<file path="config.mk">
export PLATFORM = sky130hd
export DESIGN_NAME = psro_top
export DESIGN_NICKNAME = d
export VERILOG_FILES = /design/src/rtl/psro_pkg.sv /design/src/rtl/psro_pg_filter.sv /design/src/rtl/psro_rst_stretch.sv /design/src/rtl/psro_top.sv
export SDC_FILE = /design/constraint.sdc
export NUM_CORES = 1
export LEC_CHECK = 0
export BUFFER_PORTS_ARGS = -buffer_cell sky130_fd_sc_hd__buf_4
export CAP_MARGIN = 10
export CORE_UTILIZATION = 55
export CTS_BUF_LIST = sky130_fd_sc_hd__clkbuf_2
export DETAILED_ROUTE_END_ITERATION = 8
export PLACE_DENSITY = 0.78
export RECOVER_POWER = 25
export SLEW_MARGIN = 40
export SYNTH_ARGS = -nofsm -noshare
export SYNTH_HDL_FRONTEND = slang
export SYNTH_HIERARCHICAL = 1
export SYNTH_SLANG_ARGS = --single-unit
</file>
<file path="constraint.sdc">
create_clock -name core_clk_i -period 4 [get_ports core_clk_i]
set_clock_uncertainty 0.1 [all_clocks]
set_input_delay 0 -clock core_clk_i [delete_from_list [all_inputs] [get_ports core_clk_i]]
set_output_delay 0 -clock core_clk_i [all_outputs]
set_load 0.05 [all_outputs]
</file>
<file path="src/rtl/psro_pkg.sv">
package psro_pkg;

  // ----------------------------------------------------------------
  // timing
  // ----------------------------------------------------------------
  localparam int unsigned CLK_MHZ        = 40;
  localparam int unsigned PG_FILT_NS     = 1000;
  localparam int unsigned PG_FILT_CYC    = (PG_FILT_NS * CLK_MHZ + 999) / 1000;
  localparam int unsigned PG_DLY_NS      = 5000;
  localparam int unsigned PG_DLY_CYC     = (PG_DLY_NS * CLK_MHZ) / 1000;
  localparam int unsigned MIN_PULSE_US   = 2000;
  localparam int unsigned MIN_PULSE_CYC  = MIN_PULSE_US * CLK_MHZ;

  // ----------------------------------------------------------------
  // register map
  // ----------------------------------------------------------------
  localparam logic [4:0] OFS_CTRL     = 5'h00;
  localparam logic [4:0] OFS_STATUS   = 5'h04;
  localparam logic [4:0] OFS_IRQ_STAT = 5'h08;
  localparam logic [4:0] OFS_IRQ_EN   = 5'h0c;
  localparam logic [4:0] OFS_IRQ_CLR  = 5'h10;

  localparam int unsigned CTRL_GEN_REL   = 0;
  localparam int unsigned CTRL_MTR_REL   = 1;
  localparam int unsigned CTRL_GEN_FORCE = 2;
  localparam int unsigned CTRL_MTR_FORCE = 3;
  localparam int unsigned CTRL_LAMP_DIS  = 4;
  localparam logic [4:0]  CTRL_RST       = 5'h00;

  localparam int unsigned IRQ_PG_FAIL  = 0;
  localparam int unsigned IRQ_PARKED   = 1;
  localparam int unsigned IRQ_POS_LOSS = 2;
  localparam int unsigned IRQ_INT_RST  = 3;
  localparam int unsigned IRQ_W        = 4;

  localparam logic [1:0] RESP_OKAY   = 2'h0;
  localparam logic [1:0] RESP_SLVERR = 2'h2;

  typedef enum logic [1:0] {
    ST_INIT = 2'b00,
    ST_RUN  = 2'b01,
    ST_PARK = 2'b10,
    ST_HOLD = 2'b11
  } psro_state_t;

endpackage

</file>
<file path="src/rtl/psro_pg_filter.sv">
`timescale 1ns/1ps
`default_nettype none
module psro_pg_filter
  import psro_pkg::*;
#(
  parameter int unsigned FILT_CYC = PG_FILT_CYC
) (
  input  wire logic core_clk_i,
  input  wire logic rst_i,
  input  wire logic power_good_warning_i,
  output logic      pg_sync_o,
  output logic      pg_fail_o
);

  localparam int unsigned CW = $clog2(FILT_CYC + 1);

  if (FILT_CYC < 1) begin : g_chk
    $error("psro_pg_filter: FILT_CYC must be at least 1");
  end

  logic          meta_ff;
  logic          sync_ff;
  logic [CW-1:0] low_cnt_ff;
  logic          fail_ff;

  // ----------------------------------------------------------------
  // synchroniser and glitch filter
  // ----------------------------------------------------------------
  always_ff @(posedge core_clk_i or posedge rst_i) begin
    if (rst_i) begin
      meta_ff <= 1'b0;
      sync_ff <= 1'b0;
    end else begin
      meta_ff <= power_good_warning_i; // RULE_15
      sync_ff <= meta_ff;
    end
  end

  always_ff @(posedge core_clk_i or posedge rst_i) begin
    if (rst_i) begin
      low_cnt_ff <= '0;
      fail_ff    <= 1'b0;
    end else if (sync_ff) begin
      low_cnt_ff <= '0; // RULE_06
      fail_ff    <= 1'b0;
    end else if (low_cnt_ff == CW'(FILT_CYC - 1)) begin
      fail_ff    <= 1'b1; // RULE_15
    end else begin
      low_cnt_ff <= low_cnt_ff + CW'(1);
    end
  end

  assign pg_sync_o = sync_ff;
  assign pg_fail_o = fail_ff;
endmodule // psro_pg_filter
`default_nettype wire

</file>
<file path="src/rtl/psro_rst_stretch.sv">
`timescale 1ns/1ps
`default_nettype none
module psro_rst_stretch
  import psro_pkg::*;
#(
  parameter int unsigned MIN_CYC = MIN_PULSE_CYC
) (
  input  wire logic core_clk_i,
  input  wire logic rst_i,
  input  wire logic pos_i,
  input  wire logic trig_i,
  input  wire logic force_i,
  input  wire logic release_i,
  output logic      out_n_o,
  output logic      held_o
);

  localparam int unsigned CW = $clog2(MIN_CYC + 1);

  if (MIN_CYC < 2) begin : g_chk
    $error("psro_rst_stretch: MIN_CYC must be at least 2");
  end

  logic          held_ff;
  logic [CW-1:0] cnt_ff;
  logic          out_n_ff;
  logic [CW-1:0] low_len_ff;
  logic          req;

  assign req = !pos_i || trig_i || force_i || held_ff;

  // ----------------------------------------------------------------
  // hold after power-on until released, then stretch
  // ----------------------------------------------------------------
  always_ff @(posedge core_clk_i or posedge rst_i) begin
    if (rst_i) begin
      held_ff <= 1'b1;
    end else if (!pos_i) begin
      held_ff <= 1'b1; // RULE_10
    end else if (release_i) begin
      held_ff <= 1'b0;
    end
  end

  always_ff @(posedge core_clk_i or posedge rst_i) begin
    if (rst_i) begin
      cnt_ff <= CW'(MIN_CYC);
    end else if (req) begin
      cnt_ff <= CW'(MIN_CYC); // RULE_12
    end else if (cnt_ff != '0) begin
      cnt_ff <= cnt_ff - CW'(1);
    end
  end

  always_ff @(posedge core_clk_i or posedge rst_i) begin
    if (rst_i) begin
      out_n_ff <= 1'b0;
    end else begin
      out_n_ff <= !(req || cnt_ff > CW'(1)); // RULE_12 RULE_13
    end
  end

  assign out_n_o = out_n_ff & pos_i; // RULE_08 RULE_09
  assign held_o  = held_ff;

  always_ff @(posedge core_clk_i or posedge rst_i) begin
    if (rst_i) begin
      low_len_ff <= '0;
    end else if (out_n_ff) begin
      low_len_ff <= '0;
    end else if (low_len_ff != CW'(MIN_CYC)) begin
      low_len_ff <= low_len_ff + CW'(1);
    end
  end
endmodule // psro_rst_stretch
`default_nettype wire

</file>
<file path="src/rtl/psro_top.sv">
// What this block does
// RULE_01 - The monitor holds power-on sense low until all supplies reach 90% of minimum.
// RULE_02 - At power-down the monitor drops power-on sense only after power-good fell.
// RULE_03 - The controller leaves reset only while power-good is high.
// RULE_04 - The supervisor drops power-good before any supply collapses.
// RULE_05 - A power-good low lasting the filter time parks the mirrors, then resets.
// RULE_06 - Power-good low pulses shorter than the filter time start nothing.
// RULE_07 - While power-good stays low the controller is held in reset.
// RULE_08 - Both reset outputs are active low.
// RULE_09 - Both outputs drop at once, unclocked, while power-on sense is low.
// RULE_10 - After power-on sense rises each output stays low until software releases it.
// RULE_11 - Outputs also assert about 5 us after a power-good fall or on internal reset.
// RULE_12 - Every assertion of either output lasts at least 2 ms.
// RULE_13 - Software can drive each output on its own through a control register.
// RULE_14 - A software disable keeps lamp strike resets off the motor output.
// RULE_15 - Power-good is synchronised and all times are parameterised counters.
// RULE_16 - The full reset follows only a park acknowledge from mirror control.
`timescale 1ns/1ps
`default_nettype none
module psro_top
  import psro_pkg::*;
#(
  parameter int unsigned FILT_CYC = PG_FILT_CYC,
  parameter int unsigned DLY_CYC  = PG_DLY_CYC,
  parameter int unsigned MIN_CYC  = MIN_PULSE_CYC
) (
  input  wire logic        core_clk_i,
  input  wire logic        rst_i,
  input  wire logic        power_on_sense_i,
  input  wire logic        power_good_warning_i,
  input  wire logic        park_ack_i,
  input  wire logic        int_reset_i,
  input  wire logic        lamp_strike_i,
  output logic             general_reset_out_n_o,
  output logic             motor_reset_out_n_o,
  output logic             controller_reset_o,
  output logic             park_req_o,
  output logic             full_reset_o,
  output logic             irq_o,
  input  wire logic [4:0]  s_axi_awaddr,
  input  wire logic        s_axi_awvalid,
  output logic             s_axi_awready,
  input  wire logic [31:0] s_axi_wdata,
  input  wire logic [3:0]  s_axi_wstrb,
  input  wire logic        s_axi_wvalid,
  output logic             s_axi_wready,
  output logic [1:0]       s_axi_bresp,
  output logic             s_axi_bvalid,
  input  wire logic        s_axi_bready,
  input  wire logic [4:0]  s_axi_araddr,
  input  wire logic        s_axi_arvalid,
  output logic             s_axi_arready,
  output logic [31:0]      s_axi_rdata,
  output logic [1:0]       s_axi_rresp,
  output logic             s_axi_rvalid,
  input  wire logic        s_axi_rready
);

  localparam int unsigned DW = $clog2(DLY_CYC + 1);

  if (DLY_CYC < 1) begin : g_chk
    $error("psro_top: DLY_CYC must be at least 1");
  end

  psro_state_t        state_ff;
  logic               pg_sync;
  logic               pg_fail;
  logic               pg_fail_q_ff;
  logic               pos_q_ff;
  logic [DW-1:0]      dly_cnt_ff;
  logic               dly_fire;
  logic               full_reset_ff;
  logic               gen_trig;
  logic               mtr_trig;
  logic [4:0]         ctrl_ff;
  logic               gen_rel_ff;
  logic               mtr_rel_ff;
  logic [IRQ_W-1:0]   irq_stat_ff;
  logic [IRQ_W-1:0]   irq_en_ff;
  logic [IRQ_W-1:0]   irq_evt;
  logic [IRQ_W-1:0]   irq_clr;
  logic               gen_held;
  logic               mtr_held;
  logic               wr_go;
  logic               rd_go;
  logic [31:0]        nxt_rdata;
  logic [1:0]         nxt_rresp;

  // ----------------------------------------------------------------
  // power-good conditioning
  // ----------------------------------------------------------------
  psro_pg_filter #(
    .FILT_CYC (FILT_CYC)
  ) u_filter (
    .core_clk_i           (core_clk_i),
    .rst_i                (rst_i),
    .power_good_warning_i (power_good_warning_i),
    .pg_sync_o            (pg_sync),
    .pg_fail_o            (pg_fail)
  );

  always_ff @(posedge core_clk_i or posedge rst_i) begin
    if (rst_i) begin
      pg_fail_q_ff <= 1'b0;
      pos_q_ff     <= 1'b0;
    end else begin
      pg_fail_q_ff <= pg_fail;
      pos_q_ff     <= power_on_sense_i;
    end
  end

  // ----------------------------------------------------------------
  // park and reset sequencer
  // ----------------------------------------------------------------
  always_ff @(posedge core_clk_i or posedge rst_i) begin
    if (rst_i) begin
      state_ff <= ST_INIT;
    end else if (!power_on_sense_i) begin
      state_ff <= ST_INIT;
    end else begin
      unique case (state_ff)
        ST_INIT: begin
          if (pg_sync) begin
            state_ff <= ST_RUN; // RULE_03
          end
        end
        ST_RUN: begin
          if (pg_fail) begin
            state_ff <= ST_PARK; // RULE_05 RULE_06
          end
        end
        ST_PARK: begin
          if (park_ack_i) begin
            state_ff <= ST_HOLD; // RULE_16
          end
        end
        ST_HOLD: begin
          if (!pg_fail && pg_sync) begin
            state_ff <= ST_RUN; // RULE_07
          end
        end
      endcase
    end
  end

  always_ff @(posedge core_clk_i or posedge rst_i) begin
    if (rst_i) begin
      full_reset_ff <= 1'b0;
    end else begin
      full_reset_ff <= (state_ff == ST_PARK) && park_ack_i; // RULE_16
    end
  end

  assign controller_reset_o = (state_ff != ST_RUN); // RULE_03 RULE_07
  assign park_req_o         = (state_ff == ST_PARK); // RULE_05
  assign full_reset_o       = full_reset_ff;

  // ----------------------------------------------------------------
  // delayed output assertion after power-good loss
  // ----------------------------------------------------------------
  always_ff @(posedge core_clk_i or posedge rst_i) begin
    if (rst_i) begin
      dly_cnt_ff <= '0;
    end else if (pg_fail && !pg_fail_q_ff) begin
      dly_cnt_ff <= DW'(DLY_CYC); // RULE_11
    end else if (dly_cnt_ff != '0) begin
      dly_cnt_ff <= dly_cnt_ff - DW'(1);
    end
  end

  assign dly_fire = (dly_cnt_ff == DW'(1));

  assign gen_trig = dly_fire || full_reset_ff || int_reset_i; // RULE_11
  assign mtr_trig = gen_trig ||
                    (lamp_strike_i && !ctrl_ff[CTRL_LAMP_DIS]); // RULE_14

  // ----------------------------------------------------------------
  // reset outputs
  // ----------------------------------------------------------------
  psro_rst_stretch #(
    .MIN_CYC (MIN_CYC)
  ) u_gen (
    .core_clk_i (core_clk_i),
    .rst_i      (rst_i),
    .pos_i      (power_on_sense_i),
    .trig_i     (gen_trig),
    .force_i    (ctrl_ff[CTRL_GEN_FORCE]),
    .release_i  (gen_rel_ff),
    .out_n_o    (general_reset_out_n_o),
    .held_o     (gen_held)
  );

  psro_rst_stretch #(
    .MIN_CYC (MIN_CYC)
  ) u_mtr (
    .core_clk_i (core_clk_i),
    .rst_i      (rst_i),
    .pos_i      (power_on_sense_i),
    .trig_i     (mtr_trig),
    .force_i    (ctrl_ff[CTRL_MTR_FORCE]),
    .release_i  (mtr_rel_ff),
    .out_n_o    (motor_reset_out_n_o),
    .held_o     (mtr_held)
  );

  // ----------------------------------------------------------------
  // interrupts
  // ----------------------------------------------------------------
  assign irq_evt = {int_reset_i,
                    pos_q_ff && !power_on_sense_i,
                    full_reset_ff,
                    pg_fail && !pg_fail_q_ff};

  assign irq_clr = (wr_go && s_axi_awaddr == OFS_IRQ_CLR && s_axi_wstrb[0])
                 ? s_axi_wdata[IRQ_W-1:0] : '0;

  always_ff @(posedge core_clk_i or posedge rst_i) begin
    if (rst_i) begin
      irq_stat_ff <= '0;
    end else begin
      irq_stat_ff <= (irq_stat_ff & ~irq_clr) | irq_evt;
    end
  end

  assign irq_o = |(irq_stat_ff & irq_en_ff);

  // ----------------------------------------------------------------
  // register writes
  // ----------------------------------------------------------------
  assign s_axi_awready = wr_go;
  assign s_axi_wready  = wr_go;
  assign wr_go         = s_axi_awvalid && s_axi_wvalid && !s_axi_bvalid;

  always_ff @(posedge core_clk_i or posedge rst_i) begin
    if (rst_i) begin
      ctrl_ff    <= CTRL_RST;
      irq_en_ff  <= '0;
      gen_rel_ff <= 1'b0;
      mtr_rel_ff <= 1'b0;
    end else begin
      gen_rel_ff <= 1'b0;
      mtr_rel_ff <= 1'b0;
      if (wr_go && s_axi_wstrb[0]) begin
        if (s_axi_awaddr == OFS_CTRL) begin
          ctrl_ff    <= s_axi_wdata[4:0]; // RULE_13 RULE_14
          gen_rel_ff <= s_axi_wdata[CTRL_GEN_REL]; // RULE_10
          mtr_rel_ff <= s_axi_wdata[CTRL_MTR_REL];
        end else if (s_axi_awaddr == OFS_IRQ_EN) begin
          irq_en_ff <= s_axi_wdata[IRQ_W-1:0];
        end
      end
    end
  end

  always_ff @(posedge core_clk_i or posedge rst_i) begin
    if (rst_i) begin
      s_axi_bvalid <= 1'b0;
      s_axi_bresp  <= RESP_OKAY;
    end else if (wr_go) begin
      s_axi_bvalid <= 1'b1;
      s_axi_bresp  <= (s_axi_awaddr == OFS_CTRL ||
                       s_axi_awaddr == OFS_IRQ_EN ||
                       s_axi_awaddr == OFS_IRQ_CLR) ? RESP_OKAY : RESP_SLVERR;
    end else if (s_axi_bready) begin
      s_axi_bvalid <= 1'b0;
    end
  end

  // ----------------------------------------------------------------
  // register reads
  // ----------------------------------------------------------------
  assign s_axi_arready = !s_axi_rvalid;
  assign rd_go         = s_axi_arvalid && !s_axi_rvalid;

  always_comb begin
    nxt_rdata = '0;
    nxt_rresp = RESP_OKAY;
    unique case (s_axi_araddr)
      OFS_CTRL: begin
        nxt_rdata[4:0] = ctrl_ff & 5'h1c;
      end
      OFS_STATUS: begin
        nxt_rdata[8:0] = {mtr_held, gen_held, state_ff,
                          motor_reset_out_n_o, general_reset_out_n_o,
                          controller_reset_o, power_on_sense_i, pg_sync};
      end
      OFS_IRQ_STAT: begin
        nxt_rdata[IRQ_W-1:0] = irq_stat_ff;
      end
      OFS_IRQ_EN: begin
        nxt_rdata[IRQ_W-1:0] = irq_en_ff;
      end
      OFS_IRQ_CLR: begin
        nxt_rdata = '0;
      end
      default: begin
        nxt_rresp = RESP_SLVERR;
      end
    endcase
  end

  always_ff @(posedge core_clk_i or posedge rst_i) begin
    if (rst_i) begin
      s_axi_rvalid <= 1'b0;
      s_axi_rdata  <= '0;
      s_axi_rresp  <= RESP_OKAY;
    end else if (rd_go) begin
      s_axi_rvalid <= 1'b1;
      s_axi_rdata  <= nxt_rdata;
      s_axi_rresp  <= nxt_rresp;
    end else if (s_axi_rready) begin
      s_axi_rvalid <= 1'b0;
    end
  end
endmodule // psro_top
`default_nettype wire

</file>
Yosys cells after proc, flatten, opt, wreduce, memory -nomap -nowiden --
Cells that the tools add are included.
Operators by class: add/sub/neg operators 4, magnitude comparators 2, equal/unequal tests 19, multiplexer cells 34, bitwise gates (word level) 7, reductions and logical operators 49
Operator list (number):
- 17-bit 2-to-1 mux | 4
- 17-bit by 1-bit > comparator with 1-bit output (second input constant) | 2
- 17-bit nonzero test | 2
- 17-bit by 1-bit subtractor with 17-bit output (second input constant) | 2
- 8-bit 2-to-1 mux | 2
- 4-bit one-hot mux with 4 select lines | 1
- 5-bit by 4-bit equality test with 1-bit output (second input constant) | 3
- 1-bit 2-to-1 mux | 14
- 2-bit 2-to-1 mux | 7
- 1-bit logical OR | 13
- 6-bit 2-to-1 mux | 2
- 2-bit nonzero test | 6
- 1-bit logical AND | 11
- 5-bit equality test (second input constant) | 2
- 5-bit zero test | 2
- 4-bit AND | 2
- 8-bit by 1-bit equality test with 1-bit output (second input constant) | 1
- 1-bit zero test | 8
- 4-bit 2-to-1 mux | 2
- 2-bit by 1-bit inequality test with 1-bit output (second input constant) | 4
- 2-bit one-hot mux with 4 select lines | 1
- 8-bit nonzero test | 1
- 8-bit by 1-bit subtractor with 8-bit output (second input constant) | 1
- 6-bit by 1-bit adder with 6-bit output (second input constant) | 1
- other kinds (17) | 21
Word-level totals: bits in registers 90, input port bits 58, output and inout port bits 47, word-level logic and storage cells 140

Depth between registers and ports, before layout --
depth after elaboration 9, depth in mapped cells 7, gate-level depth less buffers 6

By module --
The synthesis kept the hierarchy.
By module, submodules not included:
- psro_top | times used 1, cells each 213, area an instance 2187.1 um^2, seq. area each 975.9 um^2
- psro_rst_stretch | times used 2, cells each 108, area an instance 1061.0 um^2, seq. area each 483.0 um^2
- psro_pg_filter | times used 1, cells each 36, area an instance 405.4 um^2, seq. area each 225.2 um^2

Worst setup path before layout --
No wires, ideal clock.
path kind register -> register, start point register dly_cnt_ff[2], end point register u_mtr.out_n_ff, setup time 0.086 ns, data arrival time 2.225 ns, required time 3.814 ns, path slack 1.589 ns, stages on the path, launching flop included 8, buffers on the path 1, clock period less this slack 2.411 ns, path through dfrtp_1 > buf_6 > or4_4 > nor3_1 > a2111o_1 > or4b_1 > or4_1 > nor3_1
Between the ends: longest elaborated chain between the ends 9
RTL lines:
- start: declaration | RTL line psro_top.sv:70 | logic [DW-1:0] dly_cnt_ff;
- start signal: assignment | RTL line psro_top.sv:165 | dly_cnt_ff <= DW'(DLY_CYC);
- start signal: assignment | RTL line psro_top.sv:167 | dly_cnt_ff <= dly_cnt_ff - DW'(1);
- 8-bit by 1-bit equality test with 1-bit output | RTL line psro_top.sv:171 | assign dly_fire = (dly_cnt_ff == DW'(1));
- 1-bit logical OR (2 in a row) | RTL line psro_top.sv:173 | assign gen_trig = dly_fire || full_reset_ff || int_reset_i;
- 1-bit logical OR | RTL line psro_top.sv:174 | assign mtr_trig = gen_trig ||
- net mtr_trig | RTL line psro_top.sv:74 | logic mtr_trig;
- 1-bit logical OR (3 in a row) | RTL line psro_rst_stretch.sv:30 | assign req = !pos_i || trig_i || force_i || held_ff;
- 1-bit logical OR | RTL line psro_rst_stretch.sv:59 | out_n_ff <= !(req || cnt_ff > CW'(1));
- 1-bit zero test | RTL line psro_rst_stretch.sv:59
- end signal: assignment | RTL line psro_rst_stretch.sv:59
- end: declaration | RTL line psro_rst_stretch.sv:26 | logic out_n_ff;
The timed path passes the listed nets, and every way through them passes these cells. A chain may end at the register's enable or synchronous reset.

Worst setup path in the final report --
Same ends and word-level chain as after synthesis.

==> flow_metrics.env <==
export IMPL_design_die_area_um2=8950
export IMPL_cts_resized=0
export IMPL_ys_ff_latch=86
export IMPL_io_buffers=49
export IMPL_ys_warn_count=6
export IMPL_tns_ns=0
export IMPL_antenna_cells=0
export IMPL_cap_violations=1
export IMPL_synth_main_ff_cell="dfrtp_1"
export IMPL_ys_types=58
export IMPL_swShare=0.375
export IMPL_worstMarginPinSlew_ns=2.13
export IMPL_io_pin_count=105
export IMPL_min_path_type="in2reg"
export IMPL_final_layout_size_suffix_gt1_frac=0.187
export IMPL_synth_yosys_seq_area_share=0.460
export IMPL_internal_power_mw=1.41
export IMPL_fin_crit_sh=0.740
export IMPL_hold_depth=3
export IMPL_cts_root_buffer_cell="clkbuf_2"
export IMPL_grt_pass1_wl_mm=19.1
export IMPL_grt_usage=0.277
export IMPL_outcome="finished with violations"
export IMPL_pwr_share_seq=0.448
export IMPL_drv_slew=40
export IMPL_gp_congestion=0.830
export IMPL_ant_nets=0
export IMPL_drc_errors=0
export IMPL_timing_rr_start="dly_cnt_ff[2]$_DFFE_PP0P_"
export IMPL_endpoint_kind="flip-flop"
export IMPL_violations="capacitance limit, slew limit"
export IMPL_antenna_found_initial=0
export IMPL_synth_edf_count=0
export IMPL_rsz0062_at_grt="false"
export IMPL_cts_sinks=86
export IMPL_drt_wl_total_mm=11.8
export IMPL_grt_max_degree=40
export IMPL_clkTransAtPathRegs_ns=0.26
export IMPL_syn_inst=465
export IMPL_syn2layout_area_growth_pct=20.7
export IMPL_fp_dieW_um=94.6
export IMPL_hold_viol_final=0
export IMPL_netlist_area_um2=4710
export IMPL_holdCritStartpoint="park_ack_i"
export IMPL_power_switching_mw=0.845
export IMPL_holdPathEnd="full_reset_o$_DFF_PP0_"
export IMPL_clockBufferDepth=2
export IMPL_overflow=0
export IMPL_worst_endpoint_required_ns=4.33
export IMPL_power_frac_comb=0.346
export IMPL_clkPwrFrac=0.205
export IMPL_r2r_end="u_mtr/out_n_ff$_DFF_PP0_"
export IMPL_fmax_ghz=0.338
export IMPL_fin_nets=639
export IMPL_grt_pass1_vias=4049
export IMPL_drt_wirelength_per_cell_um=17.4
export IMPL_clk_latency_ns=0.52
export IMPL_ff2ff_path_depth=6
export IMPL_layout_setup_ws_ns=1.04
export IMPL_synth_avg_cell_area_um2=10.1
export IMPL_core_area_um2=8260
export IMPL_start_util=0.571
export IMPL_ir_drop_mv=0.185
export IMPL_place_ws_ns=1.16
export IMPL_cts_tree="done"
export IMPL_leakage_nw=2.64
export IMPL_vias=4041
export IMPL_async_flop_share=1.00
export IMPL_vias_per_cell=5.98
export IMPL_cp_max_fo=13
export IMPL_r2r_setup_slack_ns=1.04
export IMPL_period_needed_ns=2.96
export IMPL_fp_row_count=33
export IMPL_worstSetupPathType="reg2reg"
export IMPL_slew_headroom=-0.421
export IMPL_drt_iter0_drc=161
export IMPL_hpwlAfterDp_mm=7.24
export IMPL_die_height_um=94.6
export IMPL_setup_viol=0
export IMPL_cts_made_buffers=9
export IMPL_htreeDepth=3
export IMPL_start_kind="flip-flop"
export IMPL_critical_path_arrival_ns=3.29
export IMPL_first_pass_iters=4
export IMPL_powerDensity_nw_per_um2=395
[registers in the layout, indices dropped and copies added, names as in the netlist, 2 cells and up]
signal               count
u_gen/cnt_ff            17
u_mtr/cnt_ff            17
s_axi_rdata              9
dly_cnt_ff               8
u_filter/low_cnt_ff      6
irq_en_ff                4
irq_stat_ff              4
ctrl_ff                  3
state_ff                 2
[cell type report]
| class | count | area (um^2) |
|---|---|---|
| inverter | 20 | 75.1 |
| tap | 105 | 131 |
| clock buffer | 9 | 45.0 |
| fill | 601 | 2570 |
| sequential | 86 | 2170 |
| clock inverter | 7 | 72.6 |
| timing repair buffer | 100 | 860 |
| multi-input combinational | 349 | 2340 |
[per-stage QoR]
step                      cell area [um^2]  total power, mW   util  hold slack (ns)  std cells
final                                 5690             2.25  0.689            0.143        676
after detailed placement              5100             1.74  0.617          -0.0787        612
after floorplan                       4800             1.58      -           -0.272        489
after global routing                  5690             2.38  0.689            0.110        676
after CTS                             5690             2.23  0.688           0.0230        675
after global placement                5090             1.71  0.617          -0.0885        612
[repair_timing]
item / CTS / global route
buffers inserted: 0 / 0
hold buffers: 47 / 1
setup endpoints to repair: 0 / 0
endpoints found under the hold margin: 131 / 18
[power groups by stage]
stage	clock, mW	combinational, mW	sequential (mW)
final	0.462	0.779	1.01
after floorplan	0	0.551	1.03
after detailed placement	0	0.718	1.02
after CTS	0.473	0.759	1.00
after global placement	0	0.697	1.01
after global routing	0.515	0.847	1.01
[cells in the mapped netlist (all sizes together), types with 3 or more instances]
cell type / number / area, um^2
a211o: 13 / 115
a21oi: 22 / 110
a22oi: 4 / 30.0
and2: 6 / 37.5
buf: 28 / 211
clkbuf: 6 / 22.5
dfrtp: 74 / 1850
dfstp: 12 / 315
ha: 15 / 188
inv: 20 / 75.1
mux2: 10 / 116
mux2i: 4 / 40.0
nand2: 42 / 158
nand2b: 15 / 93.8
nand3: 9 / 45.0
nand3b: 5 / 37.5
nand4b: 3 / 41.3
nor2: 20 / 75.1
nor2b: 7 / 43.8
nor3: 24 / 131
nor4: 11 / 98.8
nor4b: 3 / 26.3
o211ai: 7 / 52.6
o21ai: 27 / 135
o31a: 3 / 26.3
o31ai: 12 / 90.1
o41ai: 4 / 35.0
or2: 4 / 25.0
or3: 9 / 57.6
or4: 18 / 161
or4b: 4 / 40.0
[worst max-delay path, stage by stage, from the launching register on]
cell and delay (ns):
dfrtp_1 0.54, or4_4 0.22, nor3_1 0.08, a2111o_1 0.45
or4b_1 0.78, or4_1 0.57, nor3_1 0.13
[worst max-delay path by stage]
stage,start,endpoint,slack [ns]
final,dly_cnt_ff[2]$_DFFE_PP0P_,u_mtr/out_n_ff$_DFF_PP0_,1.04
after global routing,rst_i,dly_cnt_ff[1]$_DFFE_PP0P_,0.92
after CTS,dly_cnt_ff[2]$_DFFE_PP0P_,u_mtr/out_n_ff$_DFF_PP0_,1.09
after detailed placement,dly_cnt_ff[2]$_DFFE_PP0P_,u_mtr/out_n_ff$_DFF_PP0_,1.16
after global placement,dly_cnt_ff[2]$_DFFE_PP0P_,u_mtr/out_n_ff$_DFF_PP0_,1.18
after floorplan,dly_cnt_ff[2]$_DFFE_PP0P_,u_mtr/out_n_ff$_DFF_PP0_,1.59
[cells by family after synthesis]
family,Yosys count,share of synthesized area
XOR/XNOR,2,0.00372
multiplexers,16,0.0427
buffers and inverters,54,0.0656
AO/OA/AOI/OAI,104,0.148
adder cells (fa/ha/maj),15,0.0398
AND/OR/NAND/NOR,187,0.240
flip-flops,86,0.460
other,1,0.000795
[layer usage]
layer | vias up | global-route usage | routed length [um]
li1 | 1867 | - | -
met1 | 1997 | 0.326 | 4850
met2 | 138 | 0.483 | 5970
met3 | 39 | 0.0419 | 535
met4 | 0 | 0.154 | 438
met5 | - | 0 | 0
[placed cells by master, fill, tap and decap left out, types with 5 or more instances in the layout]
master,instances
dfrtp_1,74
dlygate4sd3_1,48
buf_4,48
nand2_1,42
o21ai_0,27
conb_1,25
a21oi_1,22
nor3_1,21
nor2_1,20
inv_1,18
nand2b_1,15
ha_1,15
o31ai_1,12
a211o_1,12
or4_1,11
dfstp_2,10
mux2_2,9
nor4_1,9
nand3_1,9
clkbuf_2,9
or3_1,8
nor2b_1,7
or4_4,7
o211ai_1,7
and2_1,6
nand3b_1,5
Note: power is estimated with default switching activity, not from simulation.
